$ cat src/fst_pkg.sv
// Purpose: Shared constants and types for the frame sequencing and trigger block
// Assumes: Register port with 4-bit word address and 16-bit data
// Notes: Register offsets and reset values are set here once
package fst_pkg;

  // ----------------------------------------------------------------
  // Register map (word addresses)
  // ----------------------------------------------------------------
  localparam logic [3:0] REG_CTRL = 4'h0;
  localparam logic [3:0] REG_STATUS = 4'h1;
  localparam logic [3:0] REG_CFG_FIRST = 4'h2;
  localparam logic [3:0] REG_CFG_LAST = 4'hA;
  localparam int NUM_CFG = 9;

  // Frame-synchronised field indices, offset from REG_CFG_FIRST
  localparam int CFG_X_START = 0;
  localparam int CFG_X_END = 1;
  localparam int CFG_Y_START = 2;
  localparam int CFG_Y_END = 3;
  localparam int CFG_FRAME_LEN = 4;
  localparam int CFG_LINE_LEN = 5;
  localparam int CFG_COARSE = 6;
  localparam int CFG_FINE = 7;
  localparam int CFG_READ_MODE = 8;

  // ----------------------------------------------------------------
  // Control and status bit positions
  // ----------------------------------------------------------------
  localparam int CTRL_RESTART_BIT = 1;
  localparam int CTRL_STREAM_BIT = 2;
  localparam int CTRL_SINGLE_BIT = 3;
  localparam int STAT_FV_BIT = 0;
  localparam int STAT_EXPOSE_BIT = 1;
  localparam int STAT_TRIG_OK_BIT = 2;
  localparam int STAT_ACTIVE_BIT = 3;
  localparam int STAT_CNT_LSB = 8;

  // ----------------------------------------------------------------
  // Reset values of the frame-synchronised fields
  // ----------------------------------------------------------------
  localparam logic [15:0] RST_X_START = 16'h0000;
  localparam logic [15:0] RST_X_END = 16'h001F;
  localparam logic [15:0] RST_Y_START = 16'h0000;
  localparam logic [15:0] RST_Y_END = 16'h000F;
  localparam logic [15:0] RST_FRAME_LEN = 16'h0018;
  localparam logic [15:0] RST_LINE_LEN = 16'h0040;
  localparam logic [15:0] RST_COARSE = 16'h0004;
  localparam logic [15:0] RST_FINE = 16'h0000;
  localparam logic [15:0] RST_READ_MODE = 16'h0000;

  // Consecutive high samples that qualify the trigger
  localparam logic [1:0] TRIG_HOLD_CYCLES = 2'h3;

  typedef enum logic [1:0] {ST_STANDBY, ST_EXPOSE, ST_FRAME} fst_state_e;

endpackage

$ cat src/fst_frame_seq.sv
// Purpose: Frame sequencing, restart and trigger control of a rolling-shutter readout
// Assumes: One clock, synchronous active-high reset, single-cycle register strobes
// Notes: Row and column counters model the read pointer; exposure modelled per frame
`timescale 1ns/100ps
module fst_frame_seq #(
  parameter int DW = 16
) (
  input wire logic i_ref_clk,
  input wire logic i_rst,
  input wire logic [3:0] i_addr,
  input wire logic [DW-1:0] i_wdata,
  input wire logic i_wr,
  input wire logic i_rd,
  input wire logic i_trigger,
  output logic [DW-1:0] o_rdata,
  output logic o_frame_valid,
  output logic o_line_valid,
  output logic o_frame_start,
  output logic o_exposure,
  output logic o_pll_clk_sel
);
  import fst_pkg::*;

  // ----------------------------------------------------------------
  // Declarations
  // ----------------------------------------------------------------
  fst_state_e state_q, state_d;
  logic [15:0] cfg_w_q [NUM_CFG];
  logic [15:0] cfg_p_q [NUM_CFG];
  logic [15:0] cfg_a_q [NUM_CFG];
  logic [15:0] row_q, row_d, col_q, col_d;
  logic [15:0] bub_rows_q;
  logic dirty_q, bub_p_q;
  logic restart_q, stream_q, single_q;
  logic trig_s1_q, trig_s2_q;
  logic [1:0] trig_cnt_q;
  logic [7:0] frame_cnt_q;
  logic fv_q, lv_q, fs_q, exp_q, pll_q;
  logic [DW-1:0] rdata_q;
  logic [3:0] cfg_idx;
  logic cfg_hit, ctrl_wr;
  logic [15:0] line_len, coarse, win_cols, win_rows, frame_rows, exp_start;
  logic row_end, frame_end, lead_end, trig_ok, run_video, restart_go, bnd;
  logic start_ok;

  assign cfg_idx = i_addr - REG_CFG_FIRST;
  assign cfg_hit = i_wr && (i_addr >= REG_CFG_FIRST) && (i_addr <= REG_CFG_LAST);
  assign ctrl_wr = i_wr && (i_addr == REG_CTRL);

  assign line_len = cfg_a_q[CFG_LINE_LEN];
  assign coarse = cfg_a_q[CFG_COARSE];
  assign win_cols = cfg_a_q[CFG_X_END] - cfg_a_q[CFG_X_START] + 16'h0001;
  assign win_rows = cfg_a_q[CFG_Y_END] - cfg_a_q[CFG_Y_START] + 16'h0001;
  assign frame_rows = cfg_a_q[CFG_FRAME_LEN] + bub_rows_q;
  assign exp_start = (frame_rows > coarse) ? frame_rows - coarse : 16'h0000;

  assign row_end = (col_q >= line_len - 16'h0001);
  assign frame_end = row_end && (row_q + 16'h0001 >= frame_rows);
  // Zero exposure still costs one lead row so the frame always starts
  assign lead_end = row_end && (row_q + 16'h0001 >= coarse);
  assign trig_ok = (trig_cnt_q == TRIG_HOLD_CYCLES) && !fv_q;
  assign run_video = stream_q || trig_s2_q;
  assign restart_go = restart_q && ((state_q == ST_STANDBY) || row_end);
  // Fixed latency from qualified trigger keeps sharing sensors in step
  assign start_ok = single_q ? trig_ok : (stream_q || trig_ok);

  // ----------------------------------------------------------------
  // Trigger synchroniser and level qualifier
  // ----------------------------------------------------------------
  always_ff @(posedge i_ref_clk) begin
    if (i_rst) begin
      trig_s1_q <= 1'b0;
      trig_s2_q <= 1'b0;
    end else begin
      trig_s1_q <= i_trigger;
      trig_s2_q <= trig_s1_q;
    end
  end

  always_ff @(posedge i_ref_clk) begin
    if (i_rst) begin
      trig_cnt_q <= 2'h0;
    end else if (!trig_s2_q) begin
      trig_cnt_q <= 2'h0;
    end else if (trig_cnt_q != TRIG_HOLD_CYCLES) begin
      trig_cnt_q <= trig_cnt_q + 2'h1;
    end
  end

  // ----------------------------------------------------------------
  // Control register
  // ----------------------------------------------------------------
  always_ff @(posedge i_ref_clk) begin
    if (i_rst) begin
      stream_q <= 1'b0;
      single_q <= 1'b0;
    end else if (ctrl_wr) begin
      stream_q <= i_wdata[CTRL_STREAM_BIT];
      single_q <= i_wdata[CTRL_SINGLE_BIT];
    end
  end

  always_ff @(posedge i_ref_clk) begin
    if (i_rst) begin
      restart_q <= 1'b0;
    end else if (ctrl_wr && i_wdata[CTRL_RESTART_BIT]) begin
      restart_q <= 1'b1;
    end else if (restart_go) begin
      restart_q <= 1'b0;
    end
  end

  always_ff @(posedge i_ref_clk) begin
    if (i_rst) begin
      pll_q <= 1'b0;
    end else begin
      pll_q <= stream_q;
    end
  end

  // ----------------------------------------------------------------
  // Frame-synchronised fields: written, pending, active
  // ----------------------------------------------------------------
  always_ff @(posedge i_ref_clk) begin
    if (i_rst) begin
      cfg_w_q[CFG_X_START] <= RST_X_START;
      cfg_w_q[CFG_X_END] <= RST_X_END;
      cfg_w_q[CFG_Y_START] <= RST_Y_START;
      cfg_w_q[CFG_Y_END] <= RST_Y_END;
      cfg_w_q[CFG_FRAME_LEN] <= RST_FRAME_LEN;
      cfg_w_q[CFG_LINE_LEN] <= RST_LINE_LEN;
      cfg_w_q[CFG_COARSE] <= RST_COARSE;
      cfg_w_q[CFG_FINE] <= RST_FINE;
      cfg_w_q[CFG_READ_MODE] <= RST_READ_MODE;
    end else if (cfg_hit) begin
      cfg_w_q[cfg_idx] <= i_wdata[15:0];
    end
  end

  always_ff @(posedge i_ref_clk) begin
    if (i_rst) begin
      for (int i = 0; i < NUM_CFG; i++) begin
        cfg_p_q[i] <= 16'h0000;
        cfg_a_q[i] <= 16'h0000;
      end
      cfg_p_q[CFG_X_END] <= RST_X_END;
      cfg_a_q[CFG_X_END] <= RST_X_END;
      cfg_p_q[CFG_Y_END] <= RST_Y_END;
      cfg_a_q[CFG_Y_END] <= RST_Y_END;
      cfg_p_q[CFG_FRAME_LEN] <= RST_FRAME_LEN;
      cfg_a_q[CFG_FRAME_LEN] <= RST_FRAME_LEN;
      cfg_p_q[CFG_LINE_LEN] <= RST_LINE_LEN;
      cfg_a_q[CFG_LINE_LEN] <= RST_LINE_LEN;
      cfg_p_q[CFG_COARSE] <= RST_COARSE;
      cfg_a_q[CFG_COARSE] <= RST_COARSE;
    end else if (restart_go) begin
      cfg_p_q <= cfg_w_q;
      cfg_a_q <= cfg_w_q;
    end else if (bnd) begin
      cfg_p_q <= cfg_w_q;
      cfg_a_q <= cfg_p_q;
    end
  end

  // ----------------------------------------------------------------
  // Blanking bubble after video-mode writes
  // ----------------------------------------------------------------
  always_ff @(posedge i_ref_clk) begin
    if (i_rst) begin
      dirty_q <= 1'b0;
      bub_p_q <= 1'b0;
      bub_rows_q <= 16'h0000;
    end else begin
      if (cfg_hit && !single_q && (state_q != ST_STANDBY)) begin
        dirty_q <= 1'b1;
      end else if (bnd || restart_go) begin
        dirty_q <= 1'b0;
      end
      if (restart_go) begin
        bub_p_q <= 1'b0;
        bub_rows_q <= 16'h0000;
      end else if (bnd) begin
        bub_p_q <= dirty_q;
        // Shutter restarts: one frame padded by the new exposure rows
        bub_rows_q <= bub_p_q ? cfg_p_q[CFG_COARSE] : 16'h0000;
      end
    end
  end

  // ----------------------------------------------------------------
  // Sequencer
  // ----------------------------------------------------------------
  always_comb begin
    state_d = state_q;
    row_d = row_q;
    col_d = row_end ? 16'h0000 : col_q + 16'h0001;
    bnd = 1'b0;
    unique case (state_q)
      ST_STANDBY: begin
        col_d = 16'h0000;
        if (!restart_q && start_ok) begin
          state_d = ST_EXPOSE;
          row_d = 16'h0000;
        end
      end
      ST_EXPOSE: begin
        if (restart_go) begin
          state_d = single_q ? ST_STANDBY : ST_EXPOSE;
          row_d = 16'h0000;
        end else if (lead_end) begin
          state_d = ST_FRAME;
          row_d = 16'h0000;
          bnd = 1'b1;
        end else if (row_end) begin
          row_d = row_q + 16'h0001;
        end
      end
      ST_FRAME: begin
        if (restart_go) begin
          state_d = single_q ? ST_STANDBY : ST_EXPOSE;
          row_d = 16'h0000;
        end else if (frame_end) begin
          row_d = 16'h0000;
          if (single_q) begin
            state_d = trig_ok ? ST_EXPOSE : ST_STANDBY;
          end else if (run_video) begin
            bnd = 1'b1;
          end else begin
            state_d = ST_STANDBY;
          end
        end else if (row_end) begin
          row_d = row_q + 16'h0001;
        end
      end
    endcase
  end

  always_ff @(posedge i_ref_clk) begin
    if (i_rst) begin
      state_q <= ST_STANDBY;
      row_q <= 16'h0000;
      col_q <= 16'h0000;
    end else begin
      state_q <= state_d;
      row_q <= row_d;
      col_q <= col_d;
    end
  end

  // ----------------------------------------------------------------
  // Timing outputs
  // ----------------------------------------------------------------
  always_ff @(posedge i_ref_clk) begin
    if (i_rst) begin
      fv_q <= 1'b0;
      lv_q <= 1'b0;
      fs_q <= 1'b0;
      exp_q <= 1'b0;
      frame_cnt_q <= 8'h00;
    end else begin
      fv_q <= (state_d == ST_FRAME) && (row_d < win_rows);
      lv_q <= (state_d == ST_FRAME) && (row_d < win_rows) && (col_d < win_cols);
      fs_q <= bnd;
      // Lead rows, or video tail rows that expose the next frame
      exp_q <= (state_d == ST_EXPOSE) ||
               ((state_d == ST_FRAME) && !single_q && run_video && (row_d >= exp_start));
      if (bnd) begin
        frame_cnt_q <= frame_cnt_q + 8'h01;
      end
    end
  end

  // ----------------------------------------------------------------
  // Read port: data valid only in the cycle after the strobe
  // ----------------------------------------------------------------
  always_ff @(posedge i_ref_clk) begin
    if (i_rst || !i_rd) begin
      rdata_q <= '0;
    end else if (i_addr == REG_CTRL) begin
      rdata_q <= '0;
      rdata_q[CTRL_RESTART_BIT] <= restart_q;
      rdata_q[CTRL_STREAM_BIT] <= stream_q;
      rdata_q[CTRL_SINGLE_BIT] <= single_q;
    end else if (i_addr == REG_STATUS) begin
      rdata_q <= '0;
      rdata_q[STAT_FV_BIT] <= fv_q;
      rdata_q[STAT_EXPOSE_BIT] <= exp_q;
      rdata_q[STAT_TRIG_OK_BIT] <= trig_ok;
      rdata_q[STAT_ACTIVE_BIT] <= (state_q != ST_STANDBY);
      rdata_q[STAT_CNT_LSB +: 8] <= frame_cnt_q;
    end else if (cfg_hit || ((i_addr >= REG_CFG_FIRST) && (i_addr <= REG_CFG_LAST))) begin
      rdata_q <= DW'(cfg_w_q[cfg_idx]);
    end else begin
      rdata_q <= '0;
    end
  end

  assign o_rdata = rdata_q;
  assign o_frame_valid = fv_q;
  assign o_line_valid = lv_q;
  assign o_frame_start = fs_q;
  assign o_exposure = exp_q;
  assign o_pll_clk_sel = pll_q;

endmodule

$ cat config.mk
export PLATFORM = sky130hd
export DESIGN_NAME = fst_frame_seq
export DESIGN_NICKNAME = d
export VERILOG_FILES = /design/src/fst_pkg.sv /design/src/fst_frame_seq.sv
export SDC_FILE = /design/constraint.sdc
export NUM_CORES = 1
export LEC_CHECK = 0
export ABC_AREA = 1
export BUFFER_PORTS_ARGS = -buffer_cell sky130_fd_sc_hd__buf_2
export CORE_MARGIN = 2
export CORE_UTILIZATION = 58
export CTS_CLUSTER_SIZE = 12
export DETAILED_ROUTE_END_ITERATION = 6
export PLACE_DENSITY = 0.83
export RECOVER_POWER = 100
export SETUP_SLACK_MARGIN = 0.15
export SLEW_MARGIN = 15
export SYNTH_ARGS = -nofsm -noshare
export SYNTH_HDL_FRONTEND = slang
export SYNTH_SLANG_ARGS = --single-unit
$ cat constraint.sdc
create_clock -name i_ref_clk -period 12.1 [get_ports i_ref_clk]
set_input_delay 0.605 -clock i_ref_clk [delete_from_list [all_inputs] [get_ports i_ref_clk]]
set_output_delay 0.605 -clock i_ref_clk [all_outputs]
set_load 0.05 [all_outputs]
# Word-level counts from Yosys, hierarchy flattened
# Cells that the tools add are included.
[totals]
register_bits = 488
inputBits = 25
out_inout_bits = 21
elab_cells = 164
[classes]
add_sub_neg = 12
n_lt_le_gt_ge = 11
n_eq_ne = 7
muxes = 46
bitwise = 3
reduce_logical = 39
[ops]
columns = ["cell", "count"]
rows = [
  ["$mux W144", 4],
  ["$mux W16", 15],
  ["$bwmux W144", 1],
  ["$add A16 B1 Y16 const B", 4],
  ["$bmux W16 S4", 1],
  ["$demux W16 S4", 1],
  ["$ge A16 B16 Y1", 4],
  ["$pmux W16 S3", 1],
  ["$sub A16 B16 Y16", 3],
  ["$lt A16 B16 Y1", 2],
  ["$logic_and A1 B1 Y1", 18],
  ["$add A16 B16 Y16", 1],
  ["$gt A16 B16 Y1", 1],
  ["$sub A16 B1 Y16 const B", 1],
  ["$mux W2", 7],
  ["$mux W1", 13],
  ["$add A8 B1 Y8 const B", 1],
  ["$reduce_bool A2 Y1", 4],
  ["$logic_or A1 B1 Y1", 7],
  ["$eq A2 B2 Y1 const B", 3],
  ["$pmux W2 S3", 1],
  ["$reduce_or A2 Y1", 3],
  ["$ge A5 B5 Y1 const B", 1],
  ["$lt A5 B1 Y1 const B", 1],
  ["15 further kinds", 20],
]

# Longest topological paths before layout
[depth]
word_depth = 12
mapped_depth = 42
depth_no_buf = 42

# Least setup slack after synthesis
# No wires, ideal clock.
[synth_path]
kind = "register to register"
start = "reg cfg_a_q, in the netlist line_len[0]"
end = "reg exp_q, in the netlist o_exposure"
setup_ns = 0.112
arrival_ns = 4.536
required_ns = 11.988
path_slack_ns = 7.451
path_stages_with_launch = 31
n_path_buf = 2
synth_period_minus_slack_ns = 4.649
cell_sequence = "dfxtp_1 inv_1 ha_1 inv_1 nor2_1 inv_1 nor3_1 nor3b_2 nand2_1 or3_1 nor3_1 xor2_1 inv_1 ha_1 nand2_1 nor4_2 nand2_2 nand2_2 buf_2 buf_1 nand2_1 o2111ai_1 nand2_1 ha_1 a21oi_1 nor2_1 a211oi_1 o221a_2 nand2_1 nand2_1 nand2_1"
[synth_via]
word_cells_on_any_way = 24
classes_between = "1 x add/sub; 2 x order compare; 2 x eq/ne; 11 x mux; 8 x reduce/logical"
[synth_rtl]
columns = ["item", "line", "rtl"]
rows = [
  ["start, declared", "fst_frame_seq.sv:30", "logic [15:0] cfg_a_q [NUM_CFG];"],
  ["start signal, assigned", "fst_frame_seq.sv:158", "cfg_a_q <= cfg_w_q;"],
  ["start signal, assigned", "fst_frame_seq.sv:161", "cfg_a_q <= cfg_p_q;"],
  ["$sub A16 B1 Y16 (*)", "fst_frame_seq.sv:57", "assign row_end = (col_q >= line_len - 16'h0001);"],
  ["$ge A16 B16 Y1 (*)", "fst_frame_seq.sv:57", ""],
  ["$mux W16, or another cell as far along", "fst_frame_seq.sv:214, fst_frame_seq.sv:231", ""],
  ["$mux W16, or another cell as far along", "fst_frame_seq.sv:222", "end else if (frame_end) begin"],
  ["$mux W16 (on tied branches)", "fst_frame_seq.sv:219, fst_frame_seq.sv:207", ""],
  ["$pmux W16 S3 (*)", "fst_frame_seq.sv:198", "unique case (state_q)"],
  ["net row_d[9]", "fst_frame_seq.sv:31", "logic [15:0] row_q, row_d, col_q, col_d;"],
  ["$ge A16 B16 Y1 (*)", "fst_frame_seq.sv:266", "((state_d == ST_FRAME) && !single_q && run_video && (row_d >= exp_start));"],
  ["$logic_and A1 B1 Y1 (*)", "fst_frame_seq.sv:266", ""],
  ["$logic_or A1 B1 Y1 (*)", "fst_frame_seq.sv:265", "exp_q <= (state_d == ST_EXPOSE) ||"],
  ["end signal, assigned", "fst_frame_seq.sv:265", ""],
  ["end, declared", "fst_frame_seq.sv:38", "logic fv_q, lv_q, fs_q, exp_q, pll_q;"],
]
# Mark *: on every way through the listed nets, which the timed path passes. The rest lies on a longest branch.
# A chain may end at the register's enable or synchronous reset.

# Final worst setup path
[layout_path]
start = "reg cfg_a_q, in the netlist line_len[0]"
end = "reg cfg_a_q[141] (netlist name)"
[layout_via]
elab_chain_len = 7
word_cells_on_any_way = 13
classes_between = "1 x add/sub; 1 x order compare; 6 x mux; 5 x reduce/logical"
[layout_lines]
columns = ["item", "line", "rtl"]
rows = [
  ["$sub A16 B1 Y16 (*)", "fst_frame_seq.sv:57", ""],
  ["$ge A16 B16 Y1 (*)", "fst_frame_seq.sv:57", ""],
  ["$logic_and A1 B1 Y1, or another cell as far along", "fst_frame_seq.sv:58", "assign frame_end = row_end && (row_q + 16'h0001 >= frame_rows);"],
  ["$mux W1, or another cell as far along", "fst_frame_seq.sv:222", ""],
  ["$mux W1 (on tied branches)", "fst_frame_seq.sv:219, fst_frame_seq.sv:207", ""],
  ["$pmux W1 S2", "fst_frame_seq.sv:198", ""],
  ["$reduce_bool A2 Y1 (no line)", "n/a", ""],
]
# Mark *: on every way between the ends. The rest lies on a longest branch, timed or not.

==> results.md <==
- Entering global routing, the biggest net connects between 200 and 300 pins.
- The residual overflow from global routing is 0.
- The clock network latency to the later pin of the worst-skew pair is 570 ps.
- The post-synthesis to final-layout area growth is 6.127%.
- Dividing the detail-routed wire length by the instance count gives 18.62 um.
- The fraction of the yosys area taken by sequential cells is 0.3815.
- STA classifies the critical path startpoint as a register.
- The worst hold path class is in -> reg.
- Synthesis produced a netlist with a net count of approximately 3500.
- The clock passes through at most 3 buffers.
- The total of buffers placed on input and output ports is 45.
- After synthesis, the share of flip-flops with an asynchronous set or reset is 0.
- Setup repair after global routing left no endpoint under its margin.
- The count of hold buffers inserted by post-cts repair is 0.
- The buffering stage count on the worst path with inverters included is 7.
- The share of power burned in combinational logic is 0.081.
- Of the available clock period, the critical path in the final layout requires 0.7816.
- The fraction of final layout cells sized beyond drive strength 1 is 0.04246.
- Summed over all failing endpoints, the final setup total negative slack is 0 ps.
- The leakage power figure is 10.41 nW.
- Once the clock tree was built, the resizer swapped 0 gates to a different size.
- The arrival time reported for the critical path endpoint is a little under 10000 ps.
- The smallest clock period supported by the final layout is computed as 9457 ps.
- The proportion of total power due to net switching is 0.2472.
- The number of hold-slack violations in the final timing report is 0.
- The highest net fanout along the worst path is 60.
- The die covers 42900 um2.
- On the critical path, the stage with the largest delay is an instance of clkbuf_1.
- Setup violations remaining at the end of the flow were counted as 0.
- The total number of yosys warnings is 0.
- The via count of the first global-routing pass was approximately 21000.
- The tool flagged a number of max-cap violations equal to 6.
- The family of cells with the greatest summed delay on the critical path is simple AND/OR/NAND/NOR gates.
- The floorplan die width is 207.1 um.
- The clock-pin slew of the registers on the worst-case setup and hold paths is 60 ps.
- The placed wire-length estimate is 48860 um.
- The internal portion of total power is 0.002345 W.
- The critical path goes through inv_1, ha_1, inv_1, nor2_1, inv_1, nor3_1, nor3b_1, nand2_1, or3_1, nor3_1, xor2_1, inv_1, ha_1, nand2_1, nor4_1, nand2_2, nand3_1, nand2_1, clkinv_2, clkbuf_1, buf_4, nand2_1, a31oi_1.
- After detailed routing, the total wire length is 69560 um.
- The share of total power dissipated in sequential elements is 0.492.
- The highest clock rate is about 0.11 GHz.
- Summing all flip-flop and latch instances after layout gives 9129 um2.
- After detailed routing, the number of remaining DRC violations is 0.
- The critical path class is reg -> reg.
- At the pin with the least slew margin, the transition time is 5552 ps.
- Counting flops and latches in the post-synthesis netlist gives 456.
- The count of filler cells inserted in the layout is 3581.
- The mapped cell area is 23930 um2.
- The core footprint is 40740 um2.
- The first-pass GRT wire length is 111500 um.
- At the end of the flow the core is filled with cells to 0.6234.
- The number of distinct library cells after synthesis is 54.
- At the worst endpoint, the required time is 12560 ps.
- The total area of multi-input combinational cells is 12640 um2.
- The clock net sink count is 456.
- The row count is 74.
- Across the routed clock network, the largest skew measured is 26.93 ps.
- Synthesis handed over a netlist of 3252 instances.
- The H-tree generated during clock tree synthesis spans 2 levels.
- The largest single stage delay on the critical path is 2250 ps.
- The CTS buffer count is 46.
- Summed over all nets, the switching power comes to 0.0007700 W.
- The post-detailed-route count of antenna-violating nets is 0.
- For this block, the initial DRC count from the detailed router was roughly 2600.
- For this run, the leading register cell type out of synthesis is dfxtp_1.
- Sorting the synthesized cells by how often they occur yields nand2_1, dfxtp_1, a21oi_1.
- The initial utilization of the core area, before any placement, comes to 0.5874.
- Each instance of the synthesized netlist takes up on average 7.359 um2.
- The most common cell in the synthesized netlist is nand2_1.
- The worst setup path is captured at a register.
- The die is 207.1 um tall.
- The clock tree from TritonCTS is done.
- The final layout net count is 3405.
- The share of synthesized area in the top cell type comes to 0.3815.
- The maximum VDD drop is 0.0001143 V.
- Measured against its own limit, the worst slew margin works out to -2.722.
- The max-slew violation count is 521.
- The total number of vias is 22441.
- The synthesized design contains 0 enable-type register cells.
- Ranked by total cell area, the synthesized netlist is headed by dfxtp_1, nand2_1, ha_1.
- The final reports fail on max-capacitance violations, max-slew violations.
- The number of iterations in the first detailed-routing pass is 7.
- The cell type with the highest aggregate area in the netlist is dfxtp_1.
- The flow ran to the end, but the final reports show violations.
- Buffers added to address setup during post-CTS repair amount to 0.
- Of the total power, the clock network draws 0.427.
- The number of top-level pins is 46.
- The congestion estimate from routability-driven global placement came to approximately 0.94.
- In this run the clock root is driven by a clkbuf_16.
- The number of antenna violations at the first check in global routing is 0.
- The power density over cell area is 122.6 nW/um2.
- After detailed routing, the number of vias per cell comes to 6.007.
- For this run, the total global-route usage over all layers was measured as 0.3193.
-- power by group through the flow --
stage / clock network (W) / registers, W / logic, W
CTS: 0.00133 / 0.00153 / 0.000244
global route: 0.00139 / 0.00153 / 0.000274
finish: 0.00133 / 0.00153 / 0.000252
floorplan: 0 / 0.00157 / 0.000159
detailed placement: 0 / 0.00157 / 0.000243
global placement: 0 / 0.00157 / 0.000234
-- worst paths after layout --
check	startpoint	end	slack, ps	cells after the start
hold reg to reg	trig_s1_q	trig_s2_q	410	2
setup / recovery	line_len[0]	cfg_a_q[141]	2640	23
hold / removal	i_trigger	trig_s1_q	280	3
setup reg to reg	line_len[0]	cfg_a_q[141]	2640	23
-- layout by cell type, fill, tap and decap left out, types with 46 or more instances in the layout --
cell	n
xor2_1	58
a21oi_1	340
clkbuf_16	47
o21ai_0	376
nand3_1	91
o22ai_1	46
nor2_1	198
dfxtp_1	456
inv_1	333
nand2_1	641
a31oi_1	105
ha_1	192
-- cell families (layout without fill, tap and decap cells) --
kind of cell | after synthesis | after routing | synth area share
buffers and inverters | 525 | 476 | 0.08904
AO/OA/AOI/OAI | 953 | 953 | 0.2161
adder cells (fa/ha/maj) | 196 | 196 | 0.1037
AND/OR/NAND/NOR | 1044 | 1044 | 0.1811
flip-flops | 456 | 456 | 0.3815
XOR/XNOR | 78 | 78 | 0.02855
other | 0 | 1 | 0
-- layout make-up --
cell class / instances / area share
sequential: 456 / 0.3594
clock buffer: 63 / 0.05064
clock inverter: 4 / 0.002069
multi-input combinational: 2271 / 0.4978
antenna: 1 / 0.00009853
inverter: 350 / 0.05242
tap: 532 / 0.02621
timing repair buffer: 59 / 0.01133
-- layer usage --
layer,track usage,vias up,part of all wire
met2,0.5033,1094,0.44
met1,0.4278,10325,0.41
li1,-,10790,-
met3,0.04306,232,0.091
met5,0,-,0
met4,0.1663,0,0.057
-- worst register-to-register path: cells and delay by family, from the launching register on --
kind	cells	cell delay (ps)
buf+inv	7	3720
fa+ha+maj	2	470
compound gates	1	210
simple gates	12	4460
flops	1	310
xor+xnor	1	200
-- state kept, by name, summed over array words and instances, names as in the netlist, 2 cells and up --
register / count
o_rdata: 16
col_q: 16
coarse: 16
trig_cnt_q: 2
bub_rows_q: 16
frame_cnt_q: 8
state_q: 2
cfg_w_q: 144
line_len: 16
cfg_p_q: 112
row_q: 16
cfg_a_q: 80
-- through the flow --
| stage | cells | cell area (um2) | power, W | worst slack, ps | hold WS (ps) |
|---|---|---|---|---|---|
| 2_1_floorplan | 3252 | 23930 | 0.001726 | 7451 | 388.3 |
| 3_3_place_gp | 3668 | 24140 | 0.001799 | 4411 | 401.6 |
| 3_5_place_dp | 3668 | 24140 | 0.001808 | 4121 | 399.8 |
| 4_1_cts | 3735 | 25480 | 0.003107 | 4101 | 270.8 |
| 5_1_grt | 3735 | 25400 | 0.003201 | 2053 | 278.9 |
| 6_report | 3736 | 25400 | 0.003115 | 2643 | 277.1 |
Note: power is estimated with default switching activity, not from simulation.
